$ cat config.mk
export PLATFORM = sky130hd
export DESIGN_NAME = panel_control
export DESIGN_NICKNAME = d
export VERILOG_FILES = /design/src/design/button_debounce.v /design/src/design/panel_control.v
export VERILOG_INCLUDE_DIRS = /design/src /design/src/design
export SDC_FILE = /design/constraint.sdc
export NUM_CORES = 1
export LEC_CHECK = 0
export ABC_AREA = 1
export BUFFER_PORTS_ARGS = -buffer_cell sky130_fd_sc_hd__buf_2
export CAP_MARGIN = 20
export CORE_UTILIZATION = 55
export DETAILED_ROUTE_END_ITERATION = 10
export PLACE_DENSITY = 0.76
export SYNTH_ARGS = -nofsm -noshare
export SYNTH_HDL_FRONTEND = slang
export SYNTH_SLANG_ARGS = --single-unit
$ cat constraint.sdc
create_clock -name clk_i -period 1.8 [get_ports clk_i]
set_input_delay 0.36 -clock clk_i [delete_from_list [all_inputs] [get_ports clk_i]]
set_output_delay 0.36 -clock clk_i [all_outputs]
set_load 0.02 [all_outputs]
$ cat src/design/panel_map.vh
/*
 panel_map.vh: register offsets, field positions, reset values and timing counts
 for the front-panel indicator and mode control block.
 assumes a 10 MHz system clock.
*/
`ifndef PANEL_MAP_VH
`define PANEL_MAP_VH

`define CLK_KHZ 10000

// register byte offsets
`define OFS_CONTROL 8'h00
`define OFS_PROGRAM 8'h04
`define OFS_STATUS 8'h08
`define OFS_CAPTURES 8'h0c

// control register fields
`define CTL_COMM_LO 0
`define CTL_COMM_HI 2
`define CTL_FB_EN 3
`define CTL_SERVICE 4
`define CTL_TRIG_LO 5
`define CTL_TRIG_HI 6

// host comm indicator states
`define COMM_OFF 3'h0
`define COMM_INIT 3'h1
`define COMM_OK 3'h2
`define COMM_TOPO 3'h3
`define COMM_TMP_ERR 3'h4
`define COMM_NO_CONN 3'h5

// camera trigger modes
`define TRIG_SINGLE 2'h0
`define TRIG_GATED 2'h1
`define TRIG_SEQ 2'h2

// reset values
`define RST_COMM 3'h0
`define RST_FB_EN 1'h1
`define RST_SERVICE 1'h0
`define RST_TRIG 2'h1
`define RST_PROGRAM 3'h0

// times in their own units
`define T_DEBOUNCE_MS 10
`define T_LONG_MS 3000
`define T_FAIL_MS 3000
`define T_BRIEF_MS 200
`define T_PRESEL_MS 10000
`define T_FLASH_SLOW_MS 250
`define T_FLASH_FAST_MS 50
`define T_DIST_TICK_US 1000
`define T_GATE_GAP_MS 20

// cycle counts derived from the clock rate
`define C_DEBOUNCE (`T_DEBOUNCE_MS * `CLK_KHZ)
`define C_LONG (`T_LONG_MS * `CLK_KHZ)
`define C_FAIL (`T_FAIL_MS * `CLK_KHZ)
`define C_BRIEF (`T_BRIEF_MS * `CLK_KHZ)
`define C_PRESEL (`T_PRESEL_MS * `CLK_KHZ)
`define C_FLASH_SLOW (`T_FLASH_SLOW_MS * `CLK_KHZ)
`define C_FLASH_FAST (`T_FLASH_FAST_MS * `CLK_KHZ)
`define C_DIST_TICK ((`T_DIST_TICK_US * `CLK_KHZ) / 1000)
`define C_GATE_GAP (`T_GATE_GAP_MS * `CLK_KHZ)

`endif

$ cat src/design/button_debounce.v
/*
 button_debounce.v: three-flop synchroniser and debounce filter for one button.
 assumes an asynchronous active-high button level and a synchronous reset.
*/
`timescale 1ns/1ns
module button_debounce #(
  parameter [31:0] STABLE = 32'd100000
) (
  input wire clk_i,
  input wire rst_i,
  input wire btn_i,
  output reg level_o
);
  reg s1;
  reg s2;
  reg s3;
  reg [31:0] cnt;

  always @(posedge clk_i) begin
    if (rst_i) begin
      s1 <= 1'b0;
      s2 <= 1'b0;
      s3 <= 1'b0;
      cnt <= 32'h0;
      level_o <= 1'b0;
    end else begin
      s1 <= btn_i;
      s2 <= s1;
      s3 <= s2;
      // a new level must hold for STABLE cycles
      if (s2 != s3 || s3 == level_o) begin
        cnt <= 32'h0;
      end else if (cnt == STABLE - 32'h1) begin
        level_o <= s3;
        cnt <= 32'h0;
      end else begin
        cnt <= cnt + 32'h1;
      end
    end
  end
endmodule // button_debounce

$ cat src/design/panel_control.v
/*
 panel_control.v: front-panel indicators, button function/program control and
 camera trigger sequencing, with a classic Wishbone register slave.
 assumes buttons, program-select and trigger pins are asynchronous, and marker
 results come from image processing on clk_i.
*/
// Design decisions made here: the placing of the registers and the Wishbone register port.
// Operation
// - host comm indicator dark when link down
// - green flash while starting, steady when connected
// - orange flash topology, red flash/steady errors
// - feedback LED off outside its quadrant
// - feedback flash rate follows marker distance
// - all four lit at nominal position
// - preselected function flashes, no effect yet
// - preselection ends after idle timeout
// - running function refuses process interface
// - buttons ignored in service mode
// - function runs on active program until enter
// - short or impossible exit discards, long stores
// - exit outcome shown on feedback LEDs
// - eight programs, exactly one active
// - two inputs select first four programs
// - buttons select first four programs
// - single mode: one image per trigger
// - gated mode: trigger opens and closes window
// - gated mode after reset
// - sequential mode: acquire, process, output in turn
// - feedback LEDs enabled by default, switchable
`timescale 1ns/1ns
`include "panel_map.vh"
module panel_control #(
  parameter [31:0] C_DEBOUNCE = `C_DEBOUNCE,
  parameter [31:0] C_LONG = `C_LONG,
  parameter [31:0] C_FAIL = `C_FAIL,
  parameter [31:0] C_BRIEF = `C_BRIEF,
  parameter [31:0] C_PRESEL = `C_PRESEL,
  parameter [31:0] C_FLASH_SLOW = `C_FLASH_SLOW,
  parameter [31:0] C_FLASH_FAST = `C_FLASH_FAST,
  parameter [31:0] C_DIST_TICK = `C_DIST_TICK,
  parameter [31:0] C_GATE_GAP = `C_GATE_GAP
) (
  input wire clk_i,
  input wire rst_i,
  input wire wb_cyc_i,
  input wire wb_stb_i,
  input wire wb_we_i,
  input wire [7:0] wb_adr_i,
  input wire [3:0] wb_sel_i,
  input wire [31:0] wb_dat_i,
  output reg [31:0] wb_dat_o,
  output reg wb_ack_o,
  input wire btn_nav_i,
  input wire btn_enter_i,
  input wire program_select_input_a_i,
  input wire program_select_input_b_i,
  input wire trigger_i,
  input wire marker_valid_i,
  input wire marker_at_origin_i,
  input wire [3:0] marker_quadrant_i,
  input wire [7:0] marker_distance_i,
  input wire result_valid_i,
  input wire teach_possible_i,
  output reg host_comm_indicator_green_o,
  output reg host_comm_indicator_red_o,
  output reg [3:0] feedback_led_o,
  output reg [1:0] function_led_o,
  output reg [3:0] program_led_o,
  output reg capture_o,
  output wire process_suspend_o,
  output reg param_store_o,
  output reg param_discard_o,
  output reg [2:0] active_program_o,
  output wire [1:0] function_active_o
);
  localparam FS_IDLE = 2'd0;
  localparam FS_PRESEL = 2'd1;
  localparam FS_RUN = 2'd2;
  localparam FS_SIG = 2'd3;

  // control register and capture counter
  reg [2:0] comm_state;
  reg fb_enable;
  reg service_mode;
  reg [1:0] trig_mode;
  reg [15:0] capture_count;

  // flash timebase
  reg [31:0] slow_cnt;
  reg [31:0] fast_cnt;
  reg slow_ph;
  reg fast_ph;
  reg [31:0] tick_cnt;
  reg [7:0] dist_cnt;
  reg dist_ph;

  // buttons
  wire nav_db;
  wire ent_db;
  reg nav_q;
  reg ent_q;
  wire nav_press = nav_db & ~nav_q & ~service_mode;
  wire ent_press = ent_db & ~ent_q & ~service_mode;
  wire ent_lvl = ent_db & ~service_mode;

  // function state machine
  reg [1:0] fstate;
  reg [2:0] sel_idx;
  reg run_func;
  reg hold;
  reg sig_ok;
  reg [31:0] tcnt;
  reg btn_prog_set;

  // pin synchronisers
  reg [1:0] ps_s1;
  reg [1:0] ps_s2;
  reg [1:0] ps_s3;
  reg [1:0] ps_lvl;
  reg [1:0] ps_q;
  reg tr_s1;
  reg tr_s2;
  reg tr_s3;
  reg tr_lvl;
  reg tr_q;

  // acquisition
  reg window_open;
  reg busy;
  reg [31:0] gap_cnt;

  wire refuse = (fstate == FS_RUN);
  wire wb_req = wb_cyc_i & wb_stb_i;
  wire wb_wr = wb_req & wb_ack_o & wb_we_i & wb_sel_i[0];
  wire tr_rise = tr_lvl & ~tr_q & ~refuse;
  wire ps_chg = (ps_lvl != ps_q) & ~refuse;

  assign process_suspend_o = refuse;
  assign function_active_o = refuse ? (run_func ? 2'b10 : 2'b01) : 2'b00;

  function [31:0] count_up;
    input [31:0] cnt;
    input [31:0] lim;
    begin
      count_up = (cnt == lim - 32'h1) ? 32'h0 : cnt + 32'h1;
    end
  endfunction

  button_debounce #(.STABLE(C_DEBOUNCE)) u_nav (
    .clk_i(clk_i),
    .rst_i(rst_i),
    .btn_i(btn_nav_i),
    .level_o(nav_db)
  );

  button_debounce #(.STABLE(C_DEBOUNCE)) u_ent (
    .clk_i(clk_i),
    .rst_i(rst_i),
    .btn_i(btn_enter_i),
    .level_o(ent_db)
  );

  // wishbone slave
  always @(posedge clk_i) begin
    if (rst_i) begin
      wb_ack_o <= 1'b0;
      wb_dat_o <= 32'h0;
      comm_state <= `RST_COMM;
      fb_enable <= `RST_FB_EN;
      service_mode <= `RST_SERVICE;
      trig_mode <= `RST_TRIG;
    end else begin
      wb_ack_o <= wb_req & ~wb_ack_o;
      if (wb_req & ~wb_ack_o) begin
        case (wb_adr_i)
          `OFS_CONTROL: wb_dat_o <= {25'h0, trig_mode, service_mode, fb_enable, comm_state};
          `OFS_PROGRAM: wb_dat_o <= {29'h0, active_program_o};
          `OFS_STATUS: wb_dat_o <= {21'h0, active_program_o, sel_idx, refuse, busy,
                                    window_open, fstate};
          `OFS_CAPTURES: wb_dat_o <= {16'h0, capture_count};
          default: wb_dat_o <= 32'h0;
        endcase
      end
      if (wb_wr && wb_adr_i == `OFS_CONTROL) begin
        comm_state <= wb_dat_i[`CTL_COMM_HI:`CTL_COMM_LO];
        fb_enable <= wb_dat_i[`CTL_FB_EN];
        service_mode <= wb_dat_i[`CTL_SERVICE];
        trig_mode <= wb_dat_i[`CTL_TRIG_HI:`CTL_TRIG_LO];
      end
    end
  end

  // flash timebase and distance-coded rate
  always @(posedge clk_i) begin
    if (rst_i) begin
      slow_cnt <= 32'h0;
      fast_cnt <= 32'h0;
      slow_ph <= 1'b0;
      fast_ph <= 1'b0;
      tick_cnt <= 32'h0;
      dist_cnt <= 8'h0;
      dist_ph <= 1'b0;
    end else begin
      slow_cnt <= count_up(slow_cnt, C_FLASH_SLOW);
      if (slow_cnt == C_FLASH_SLOW - 32'h1) begin
        slow_ph <= ~slow_ph;
      end
      fast_cnt <= count_up(fast_cnt, C_FLASH_FAST);
      if (fast_cnt == C_FLASH_FAST - 32'h1) begin
        fast_ph <= ~fast_ph;
      end
      tick_cnt <= count_up(tick_cnt, C_DIST_TICK);
      if (tick_cnt == C_DIST_TICK - 32'h1) begin
        // half period grows with distance
        if (dist_cnt >= marker_distance_i) begin
          dist_cnt <= 8'h0;
          dist_ph <= ~dist_ph;
        end else begin
          dist_cnt <= dist_cnt + 8'h1;
        end
      end
    end
  end

  // function and program selection from the buttons
  always @(posedge clk_i) begin
    if (rst_i) begin
      nav_q <= 1'b0;
      ent_q <= 1'b0;
      fstate <= FS_IDLE;
      sel_idx <= 3'h0;
      run_func <= 1'b0;
      hold <= 1'b0;
      sig_ok <= 1'b0;
      tcnt <= 32'h0;
      btn_prog_set <= 1'b0;
      param_store_o <= 1'b0;
      param_discard_o <= 1'b0;
    end else begin
      nav_q <= nav_db;
      ent_q <= ent_db;
      btn_prog_set <= 1'b0;
      param_store_o <= 1'b0;
      param_discard_o <= 1'b0;
      case (fstate)
        FS_IDLE: begin
          tcnt <= 32'h0;
          if (nav_press) begin
            fstate <= FS_PRESEL;
            sel_idx <= 3'h0;
          end
        end
        FS_PRESEL: begin
          if (nav_press) begin
            sel_idx <= (sel_idx == 3'h5) ? 3'h0 : sel_idx + 3'h1;
            tcnt <= 32'h0;
          end else if (ent_press) begin
            tcnt <= 32'h0;
            hold <= 1'b0;
            if (sel_idx < 3'h2) begin
              run_func <= sel_idx[0];
              fstate <= FS_RUN;
            end else begin
              btn_prog_set <= 1'b1;
              fstate <= FS_IDLE;
            end
          end else if (tcnt == C_PRESEL - 32'h1) begin
            fstate <= FS_IDLE;
          end else begin
            tcnt <= tcnt + 32'h1;
          end
        end
        FS_RUN: begin
          if (ent_press) begin
            hold <= 1'b1;
          end
          if (hold & ent_lvl) begin
            if (tcnt == C_LONG - 32'h1) begin
              fstate <= FS_SIG;
              tcnt <= 32'h0;
              sig_ok <= teach_possible_i;
              param_store_o <= teach_possible_i;
              param_discard_o <= ~teach_possible_i;
            end else begin
              tcnt <= tcnt + 32'h1;
            end
          end else if (hold & ~ent_lvl) begin
            fstate <= FS_SIG;
            tcnt <= 32'h0;
            sig_ok <= 1'b0;
            param_discard_o <= 1'b1;
          end
        end
        FS_SIG: begin
          if (tcnt == (sig_ok ? C_BRIEF : C_FAIL) - 32'h1) begin
            fstate <= FS_IDLE;
          end else begin
            tcnt <= tcnt + 32'h1;
          end
        end
        default: fstate <= FS_IDLE;
      endcase
    end
  end

  // program-select and trigger pins
  always @(posedge clk_i) begin
    if (rst_i) begin
      ps_s1 <= 2'h0;
      ps_s2 <= 2'h0;
      ps_s3 <= 2'h0;
      ps_lvl <= 2'h0;
      ps_q <= 2'h0;
      tr_s1 <= 1'b0;
      tr_s2 <= 1'b0;
      tr_s3 <= 1'b0;
      tr_lvl <= 1'b0;
      tr_q <= 1'b0;
    end else begin
      ps_s1 <= {program_select_input_b_i, program_select_input_a_i};
      ps_s2 <= ps_s1;
      ps_s3 <= ps_s2;
      if (ps_s2 == ps_s3) begin
        ps_lvl <= ps_s3;
      end
      ps_q <= ps_lvl;
      tr_s1 <= trigger_i;
      tr_s2 <= tr_s1;
      tr_s3 <= tr_s2;
      if (tr_s2 == tr_s3) begin
        tr_lvl <= tr_s3;
      end
      tr_q <= tr_lvl;
    end
  end

  // active program: one of eight
  always @(posedge clk_i) begin
    if (rst_i) begin
      active_program_o <= `RST_PROGRAM;
    end else if (btn_prog_set) begin
      active_program_o <= sel_idx - 3'h2;
    end else if (ps_chg) begin
      active_program_o <= {1'b0, ps_lvl};
    end else if (wb_wr && wb_adr_i == `OFS_PROGRAM) begin
      active_program_o <= wb_dat_i[2:0];
    end
  end

  // acquisition sequencing
  always @(posedge clk_i) begin
    if (rst_i) begin
      window_open <= 1'b0;
      busy <= 1'b0;
      gap_cnt <= 32'h0;
      capture_o <= 1'b0;
      capture_count <= 16'h0;
    end else begin
      capture_o <= 1'b0;
      window_open <= tr_lvl & ~refuse & (trig_mode != `TRIG_SINGLE);
      gap_cnt <= window_open ? count_up(gap_cnt, C_GATE_GAP) : 32'h0;
      if (result_valid_i) begin
        busy <= 1'b0;
      end
      case (trig_mode)
        `TRIG_SINGLE: begin
          if (tr_rise & ~busy) begin
            capture_o <= 1'b1;
            busy <= 1'b1;
          end
        end
        `TRIG_GATED: begin
          if (window_open && gap_cnt == 32'h0 && tr_lvl && !refuse) begin
            capture_o <= 1'b1;
            busy <= 1'b1;
          end
        end
        `TRIG_SEQ: begin
          if (window_open & tr_lvl & ~refuse & (~busy | result_valid_i)) begin
            capture_o <= 1'b1;
            busy <= 1'b1;
          end
        end
        default: capture_o <= 1'b0;
      endcase
      if (capture_o) begin
        capture_count <= capture_count + 16'h1;
      end
    end
  end

  // indicator outputs
  always @(posedge clk_i) begin
    if (rst_i) begin
      host_comm_indicator_green_o <= 1'b0;
      host_comm_indicator_red_o <= 1'b0;
      feedback_led_o <= 4'h0;
      function_led_o <= 2'h0;
      program_led_o <= 4'h0;
    end else begin
      case (comm_state)
        `COMM_INIT: begin
          host_comm_indicator_green_o <= slow_ph;
          host_comm_indicator_red_o <= 1'b0;
        end
        `COMM_OK: begin
          host_comm_indicator_green_o <= 1'b1;
          host_comm_indicator_red_o <= 1'b0;
        end
        `COMM_TOPO: begin
          host_comm_indicator_green_o <= slow_ph;
          host_comm_indicator_red_o <= slow_ph;
        end
        `COMM_TMP_ERR: begin
          host_comm_indicator_green_o <= 1'b0;
          host_comm_indicator_red_o <= slow_ph;
        end
        `COMM_NO_CONN: begin
          host_comm_indicator_green_o <= 1'b0;
          host_comm_indicator_red_o <= 1'b1;
        end
        default: begin
          host_comm_indicator_green_o <= 1'b0;
          host_comm_indicator_red_o <= 1'b0;
        end
      endcase
      if (fstate == FS_SIG) begin
        feedback_led_o <= (sig_ok ? 1'b1 : fast_ph) ? 4'hf : 4'h0;
      end else if (!fb_enable || !(window_open || busy) || !marker_valid_i) begin
        feedback_led_o <= 4'h0;
      end else if (marker_at_origin_i) begin
        feedback_led_o <= 4'hf;
      end else begin
        feedback_led_o <= marker_quadrant_i & {4{dist_ph}};
      end
      if (fstate == FS_PRESEL) begin
        function_led_o <= (sel_idx < 3'h2) ? {sel_idx[0], ~sel_idx[0]} & {2{slow_ph}}
                                           : 2'h0;
        program_led_o <= (sel_idx >= 3'h2) ? (4'h1 << (sel_idx - 3'h2)) & {4{slow_ph}}
                                           : 4'h0;
      end else begin
        function_led_o <= function_active_o;
        program_led_o <= active_program_o[2] ? 4'h0 : (4'h1 << active_program_o[1:0]);
      end
    end
  end
endmodule // panel_control

# After elaboration in Yosys (flattened, before gate mapping)

Index checks and enable logic that the tools add are counted.

Eq/ne operators: 42
Shift-type cells: 2
Add/subtract/negate cells: 12
Mux-type cells: 62
Order comparisons: 3
Reduce and logical (&&, ||, !) cells: 43
Bitwise operators: 46

Operator list:

| cell                                                                    | number |
|---|---|
| 32-bit by 1-bit adder with 32-bit output, second input constant         | 7 |
| 32-bit two-way mux                                                      | 7 |
| 32-bit case mux with 4 select lines                                     | 1 |
| 32-bit by 17-bit equality test with 1-bit output, second input constant | 2 |
| 16-bit case mux with 4 select lines                                     | 1 |
| 32-bit by 14-bit equality test with 1-bit output, second input constant | 1 |
| 32-bit by 18-bit equality test with 1-bit output, second input constant | 1 |
| 32-bit by 19-bit equality test with 1-bit output, second input constant | 1 |
| 32-bit by 22-bit equality test with 1-bit output, second input constant | 1 |
| 32-bit by 25-bit equality test with 1-bit output, second input constant | 1 |
| 32-bit by 27-bit equality test with 1-bit output, second input constant | 1 |
| 32-bit equality test                                                    | 1 |
| 32-bit zero test                                                        | 1 |
| 4-bit two-way mux                                                       | 7 |
| 2-bit two-way mux                                                       | 13 |
| 25-bit by 1-bit subtractor with 26-bit output, second input constant    | 1 |
| 25-bit two-way mux                                                      | 1 |
| 1-bit AND                                                               | 21 |
| 1-bit NOT                                                               | 21 |
| 1-bit two-way mux                                                       | 18 |
| 3-bit two-way mux                                                       | 6 |
| 16-bit by 1-bit adder with 16-bit output, second input constant         | 1 |
| 8-bit by 4-bit equality test with 1-bit output, second input constant   | 2 |
| 2-bit != test, second input constant                                    | 7 |
| other kinds (45)                                                        | 86 |

Bits in registers: 345
Logic and storage cells: 265
Bits of input ports: 70
Output and inout bits: 54

# Longest topological paths before layout

Depth after elaboration: 8
Gate-level depth with buffers: 14
Mapped depth without buffers: 13

# By module

Synthesis repeated with hierarchy kept, for this count alone.

Cells, all modules: 2817
Area, all modules: 18491.5 sq um

By module, submodules not included:

| module          | times used | cells each | sequential area each (sq um) | area an instance (sq um) |
|---|---|---|---|---|
| panel_control   | 1          | 2155       | 5144.9                       | 14207.4 |
| button_debounce | 2          | 331        | 720.7                        | 2142.1 |

# Least setup slack after synthesis

OpenSTA, ideal clock, no wires.

Path kind: flip-flop to flip-flop
Start point: reg tcnt[0]
End point: reg tcnt[18]
Buffers on the path: 1
Stages on the path, launching flop included: 13
Library setup time: 0.111 ns
Setup slack: 0.095 ns
Period minus slack after synthesis: 1.705 ns
Data required time: 1.689 ns
Data arrival time: 1.595 ns
Cells stage by stage: dfxtp_1 -> ha_1 -> nand3_1 -> nor2_2 -> nand2_1 -> nor2_1 -> nand2_1 -> nand2_1 -> nand3_1 -> nand3b_4 -> buf_6 -> nand2_1 -> nor2_1

Word-level cells in the longest chain between the ends: 5
Elaborated cells between the ends (all ways): 14
Those cells by class: add/sub (1); eq/ne (5); mux (7); reduce/logical (1)

Ends and longest elaborated chain:

| item                                     | line                                                          | source |
|---|---|---|
| from (decl)                              | panel_control.v:112                                           | `reg [31:0] tcnt;` |
| from (signal assigned)                   | panel_control.v:270                                           | `tcnt <= tcnt + 32'h1;` |
| from (signal assigned)                   | panel_control.v:285                                           | `tcnt <= tcnt + 32'h1;` |
| from (signal assigned)                   | panel_control.v:298                                           | `tcnt <= tcnt + 32'h1;` |
| 32-bit by 1-bit adder with 32-bit output | panel_control.v:270, panel_control.v:285, panel_control.v:298 |  |
| 32-bit two-way mux                       | panel_control.v:267                                           | `end else if (tcnt == C_PRESEL - 32'h1) begin` |
| 32-bit two-way mux                       | panel_control.v:257                                           | `end else if (ent_press) begin` |
| 32-bit two-way mux                       | panel_control.v:254                                           | `if (nav_press) begin` |
| 32-bit case mux with 4 select lines      | panel_control.v:245                                           | `case (fstate)` |

Several ways; a longest one is shown, not always the timed one. The select of a mux whose other input is x is not followed.
A chain may end at the register's enable or synchronous reset.

# Final worst setup path

Start point: reg tcnt[23]
End point: reg tcnt[20]

Word-level cells in the longest chain between the ends: 4
Elaborated cells between the ends (all ways): 9
Those cells by class: eq/ne (5); mux (3); reduce/logical (1)

Ends and longest elaborated chain:

| item                                             | line                | source |
|---|---|---|
| 32-bit by 25-bit equality test with 1-bit output | panel_control.v:278 | `if (tcnt == C_LONG - 32'h1) begin` |
| 32-bit two-way mux                               | panel_control.v:278 |  |
| 32-bit two-way mux                               | panel_control.v:277 | `if (hold & ent_lvl) begin` |
| 32-bit case mux with 4 select lines              | panel_control.v:245 |  |

Several ways; a longest one is shown, not always the timed one.

==> metrics.md <==
| Metric | Value |
|---|---|
| Relative slew slack | between 50% and 60% |
| Worst EP arrival | 2.30 ns |
| CP endpoint | tcnt[20] |
| RSZ-0062 raised after global routing | yes |
| #FFs+latches synth | between 300 and 400 |
| Drt drc | 0 |
| CTS Hold Buffers Added | 0 |
| Post-Place Setup Slack | -0.148 ns |
| Max-cap violations | 0 |
| Die width | 181 um |
| Reg2reg end | tcnt[20] |
| Crit path largest cell delay | 0.32 ns |
| CP Buf/Inv Count | 4 |
| Critical path startpoint | tcnt[23] |
| Adder-cell share of the synthesized area | 1.63% |
| EDFF count, synth | 0 |
| Share of layout cells above drive strength 1 | between 20% and 30% |
| Synth cell types | 51 |
| Starting Density | 55.9% |
| Period minus WS final | approximately 1.9 ns |
| Clock root cell | clkbuf_16 |
| Fillers | 2,509 |
| Area growth syn-to-layout | 25.8% |
| Mapped Cells | 2,627 |
| Slew Limit Fails | 0 |
| Final setup margin | -0.0572 ns |
| Seq/Total Area, Yosys | between 30% and 40% |
| Stages on worst setup path | 12 |
| Via density per instance | between 5 and 6 |
| Largest family of logic cells by synthesized area | simple AND/OR/NAND/NOR gates |
| Vias in the first global route | between 15,000 and 20,000 |
| Rows | 65 |
| Period Utilization, post-route | 103% |
| Combinational share of power | 3.1% |
| DIE AREA | 0.0328 mm2 |
| Worst path slowest cell | dfxtp_2 |
| Cell Area, Placed | between 0.015 and 0.02 mm2 |
| Failing checks | setup timing |
| Status | finished with violations |
| Leakage | between 8 and 9 nW |
| Reg2reg start | tcnt[23] |
| PortBufs | 79 |
| Pin count of the biggest net entering global routing | 88 |
| Ys async rst share | 0% |
| Psw | 3.50 mW |
| Internal | 12.7 mW |
| Final-report setup violation count | 14 |
| DR iter-0 viols | approximately 1,600 |
| Post-DR wirelength/cell | between 10 and 15 um |
| Top_reg_cell synth | dfxtp_1 |
| Clock transition at the registers of the reported paths | about 0.06 ns |
| Clock Sinks | 329 |
| GRT Total Usage | 27.3% |
| Maximum clock frequency | between 0.5 and 0.6 GHz |
| Switching share of power | 21.5% |
| Pre-antenna DRT Iters | 6 |
| H-Tree Depth | 2 |
| Most frequent cells in the layout | nand2_1 (526), inv_1 (367), nor2_1 (288) |
| Synth Warn # | 0 |
| Flop pwr share | 45.5% |
| R2R setup slack | -0.06 ns |
| Critical Path End Type | flip-flop |
| R2R cell count | 12 |
| Final Hold Fails | 0 |
| Critical path type | reg2reg |
| Skew-Pair Late Insertion Delay | 0.53 ns |
| Nets | just under 3,000 |
| Post-synthesis mux area share | 0% |
| Fin area | about 0.022 mm2 |
| VDD IR max | just under 0.0006 V |
| Least-Margin Pin Slew | between 0.6 and 0.7 ns |
| Placed insts | 3,186 |
| Overflow after GRT | 0 |
| Most Frequent Cell on Critical Path | nand2_1 |
| Non-Filler Instances | 3,312 |
| Placer Congestion | 0.952 |
| Die Height | around 180 um |
| Post-synthesis xor/xnor area fraction | 3.33% |
| First-pass GRT wire length | 76.0 mm |
| Post-Syn Area | 0.0176 mm2 |
| Total chip power | 16.2 mW |
| Simple-gate share of the synthesized area | between 30% and 40% |
| Nature of the critical path startpoint | flip-flop |
| Clock power frac | about half |
| Pwr dens | 732 mW/mm2 |
| Max Buffers Root-to-Sink | 3 |
| Antenna Nets Post-Route | 0 |
| Setup Skew | 0.0124 ns |
| Delay-heaviest family, CP | simple AND/OR/NAND/NOR gates |
| Core Box Area | 0.0316 mm2 |
| Most common cell after layout, fill and taps aside | nand2_1 |
| TritonCTS Buffers | 37 |
| Critical Path Fanout Max | 5 |
| Average size of a mapped cell | between 6 and 7 um2 |
| WP data required | roughly 2.3 ns |
| Critical Path, Cell by Cell | buf_4, inv_1, nand2_1, o21bai_1, nand3_2, nor2_4, buf_12, nand2_8, buf_6, nand4_1, nand2_1, nor2_1 |
| Initial antenna violation count | 2 |
| Dpl hpwl | around 33 mm |
| Hold Path Class | in2reg |
| WL final | 48.4 mm |
| I/O pin cnt | between 100 and 150 |
| CTS tree | yes |
| Via count | 18,300 |
| Synth Area in Compound Gates | slightly below 9% |
power groups by stage:
stage               sequential [mW]  combinational [mW]  clock (mW)
finish                         7.38               0.508        8.35
global route                   7.38               0.561        8.75
CTS                            7.38               0.487        8.46
detailed placement             7.54               0.473           0
global placement               7.54               0.464           0
floorplan                      7.56               0.284           0
synthesized netlist by cell type (4+ instances only):
cell type / number / share of area (%)
nand3_1: 149 / 4.2
inv_1: 382 / 8.1
inv_2: 7 / 0.15
nand2_1: 573 / 12
a211oi_1: 9 / 0.38
buf_6: 5 / 0.32
buf_4: 21 / 0.89
a21oi_1: 180 / 5.1
nand4_1: 134 / 4.8
nor3_1: 120 / 3.4
or2_2: 19 / 0.67
o21ai_0: 67 / 1.9
dfxtp_1: 329 / 37
o21a_1: 4 / 0.17
xor2_1: 51 / 2.5
nor2_1: 328 / 7.0
a31oi_1: 7 / 0.25
nand3_2: 4 / 0.23
nor2_2: 18 / 0.64
o22ai_1: 6 / 0.21
nor3_4: 5 / 0.46
ha_1: 23 / 1.6
nor2_4: 13 / 0.83
xnor2_1: 16 / 0.79
nand2_2: 9 / 0.32
clkbuf_1: 20 / 0.43
nor3b_1: 31 / 1.3
nor4_1: 28 / 0.99
o211ai_1: 8 / 0.34
or2_0: 4 / 0.14
buf_2: 25 / 0.71
stage by stage:
| stage | util, % | TNS, ns | hold slack [ns] |
|---|---|---|---|
| after floorplan | - | 0 | 0.388 |
| after global placement | 61.2 | -1.59 | 0.392 |
| after CTS | 66.3 | -0.0818 | 0.0246 |
| after global routing | 70.3 | -2.76 | 0.0410 |
| final | 70.3 | -0.328 | 0.0401 |
| after detailed placement | 61.2 | -3.92 | 0.400 |
tightest hold or removal path: stages:
cell and delay [ns]:
buf_2 0.08, inv_1 0.03, nor2_1 0.06
worst min-delay path by stage:
stage / from / end / slack, ns / depth (start not counted)
floorplan: ps_s1[0] / ps_s2[0] / 0.39 / 2
global placement: u_nav.s1 / u_nav.s2 / 0.39 / 2
detailed placement: ps_s1[0] / ps_s2[0] / 0.40 / 2
CTS: btn_nav_i / u_nav.s1 / 0.02 / 3
global route: btn_nav_i / u_nav.s1 / 0.04 / 3
finish: btn_nav_i / u_nav.s1 / 0.04 / 3
cell type report:
class / count / area (um2) / area share [%]
Clock inverter: 15 / 269 / 1.21
Inverter: 391 / 1490 / 6.69
Antenna cell: 1 / 2.50 / 0.0113
Clock buffer: 49 / 1080 / 4.88
Multi-Input combinational cell: 1852 / 10000 / 45.2
Timing Repair Buffer: 273 / 2160 / 9.75
Tap cell: 402 / 503 / 2.27
Sequential cell: 329 / 6660 / 30.0
kinds of logic (layout without fill, tap and decap cells):
group	Yosys count	after routing
simple gates	1451	1455
buf+inv	465	728
flops	329	329
compound gates	291	291
xor+xnor	67	67
fa+ha+maj	23	23
other cells	1	17
registers in the layout, summed over array words and instances, names as in the netlist, 2 cells and up, named ones only:
register and cells:
wb_dat_o 16, function_led_o 2, u_ent.cnt 32, gap_cnt 32
feedback_led_o 4, fast_cnt 32, program_led_o 4, comm_state 3
dist_cnt 8, slow_cnt 32, u_nav.cnt 32, tcnt 32
ps_q 2, tick_cnt 32, ps_s3 2, ps_s1 2
capture_count 16, trig_mode 2, ps_s2 2, active_program_o 3
sel_idx 3, ps_lvl 2
per-layer routing:
layer | wire [um] | vias up | share of wire (%) | track usage (%)
met1 | 20900 | 8466 | 43 | 35.4
met3 | 3620 | 108 | 7.5 | 5.38
met4 | 1190 | 2 | 2.5 | 8.37
met5 | 9 | - | 0.019 | 0
met2 | 22700 | 708 | 47 | 45.6
li1 | - | 9051 | - | -
what timing repair did:
action | CTS | global route
resized for setup | 36 | 241
hold endpoints to repair | 0 | 0
pin swaps | 11 | 73
setup endpoints to repair | 82 | 218
buffers inserted | 11 | 37
gates cloned | 2 | 11
No activity file was read; power rests on OpenSTA's default activity.
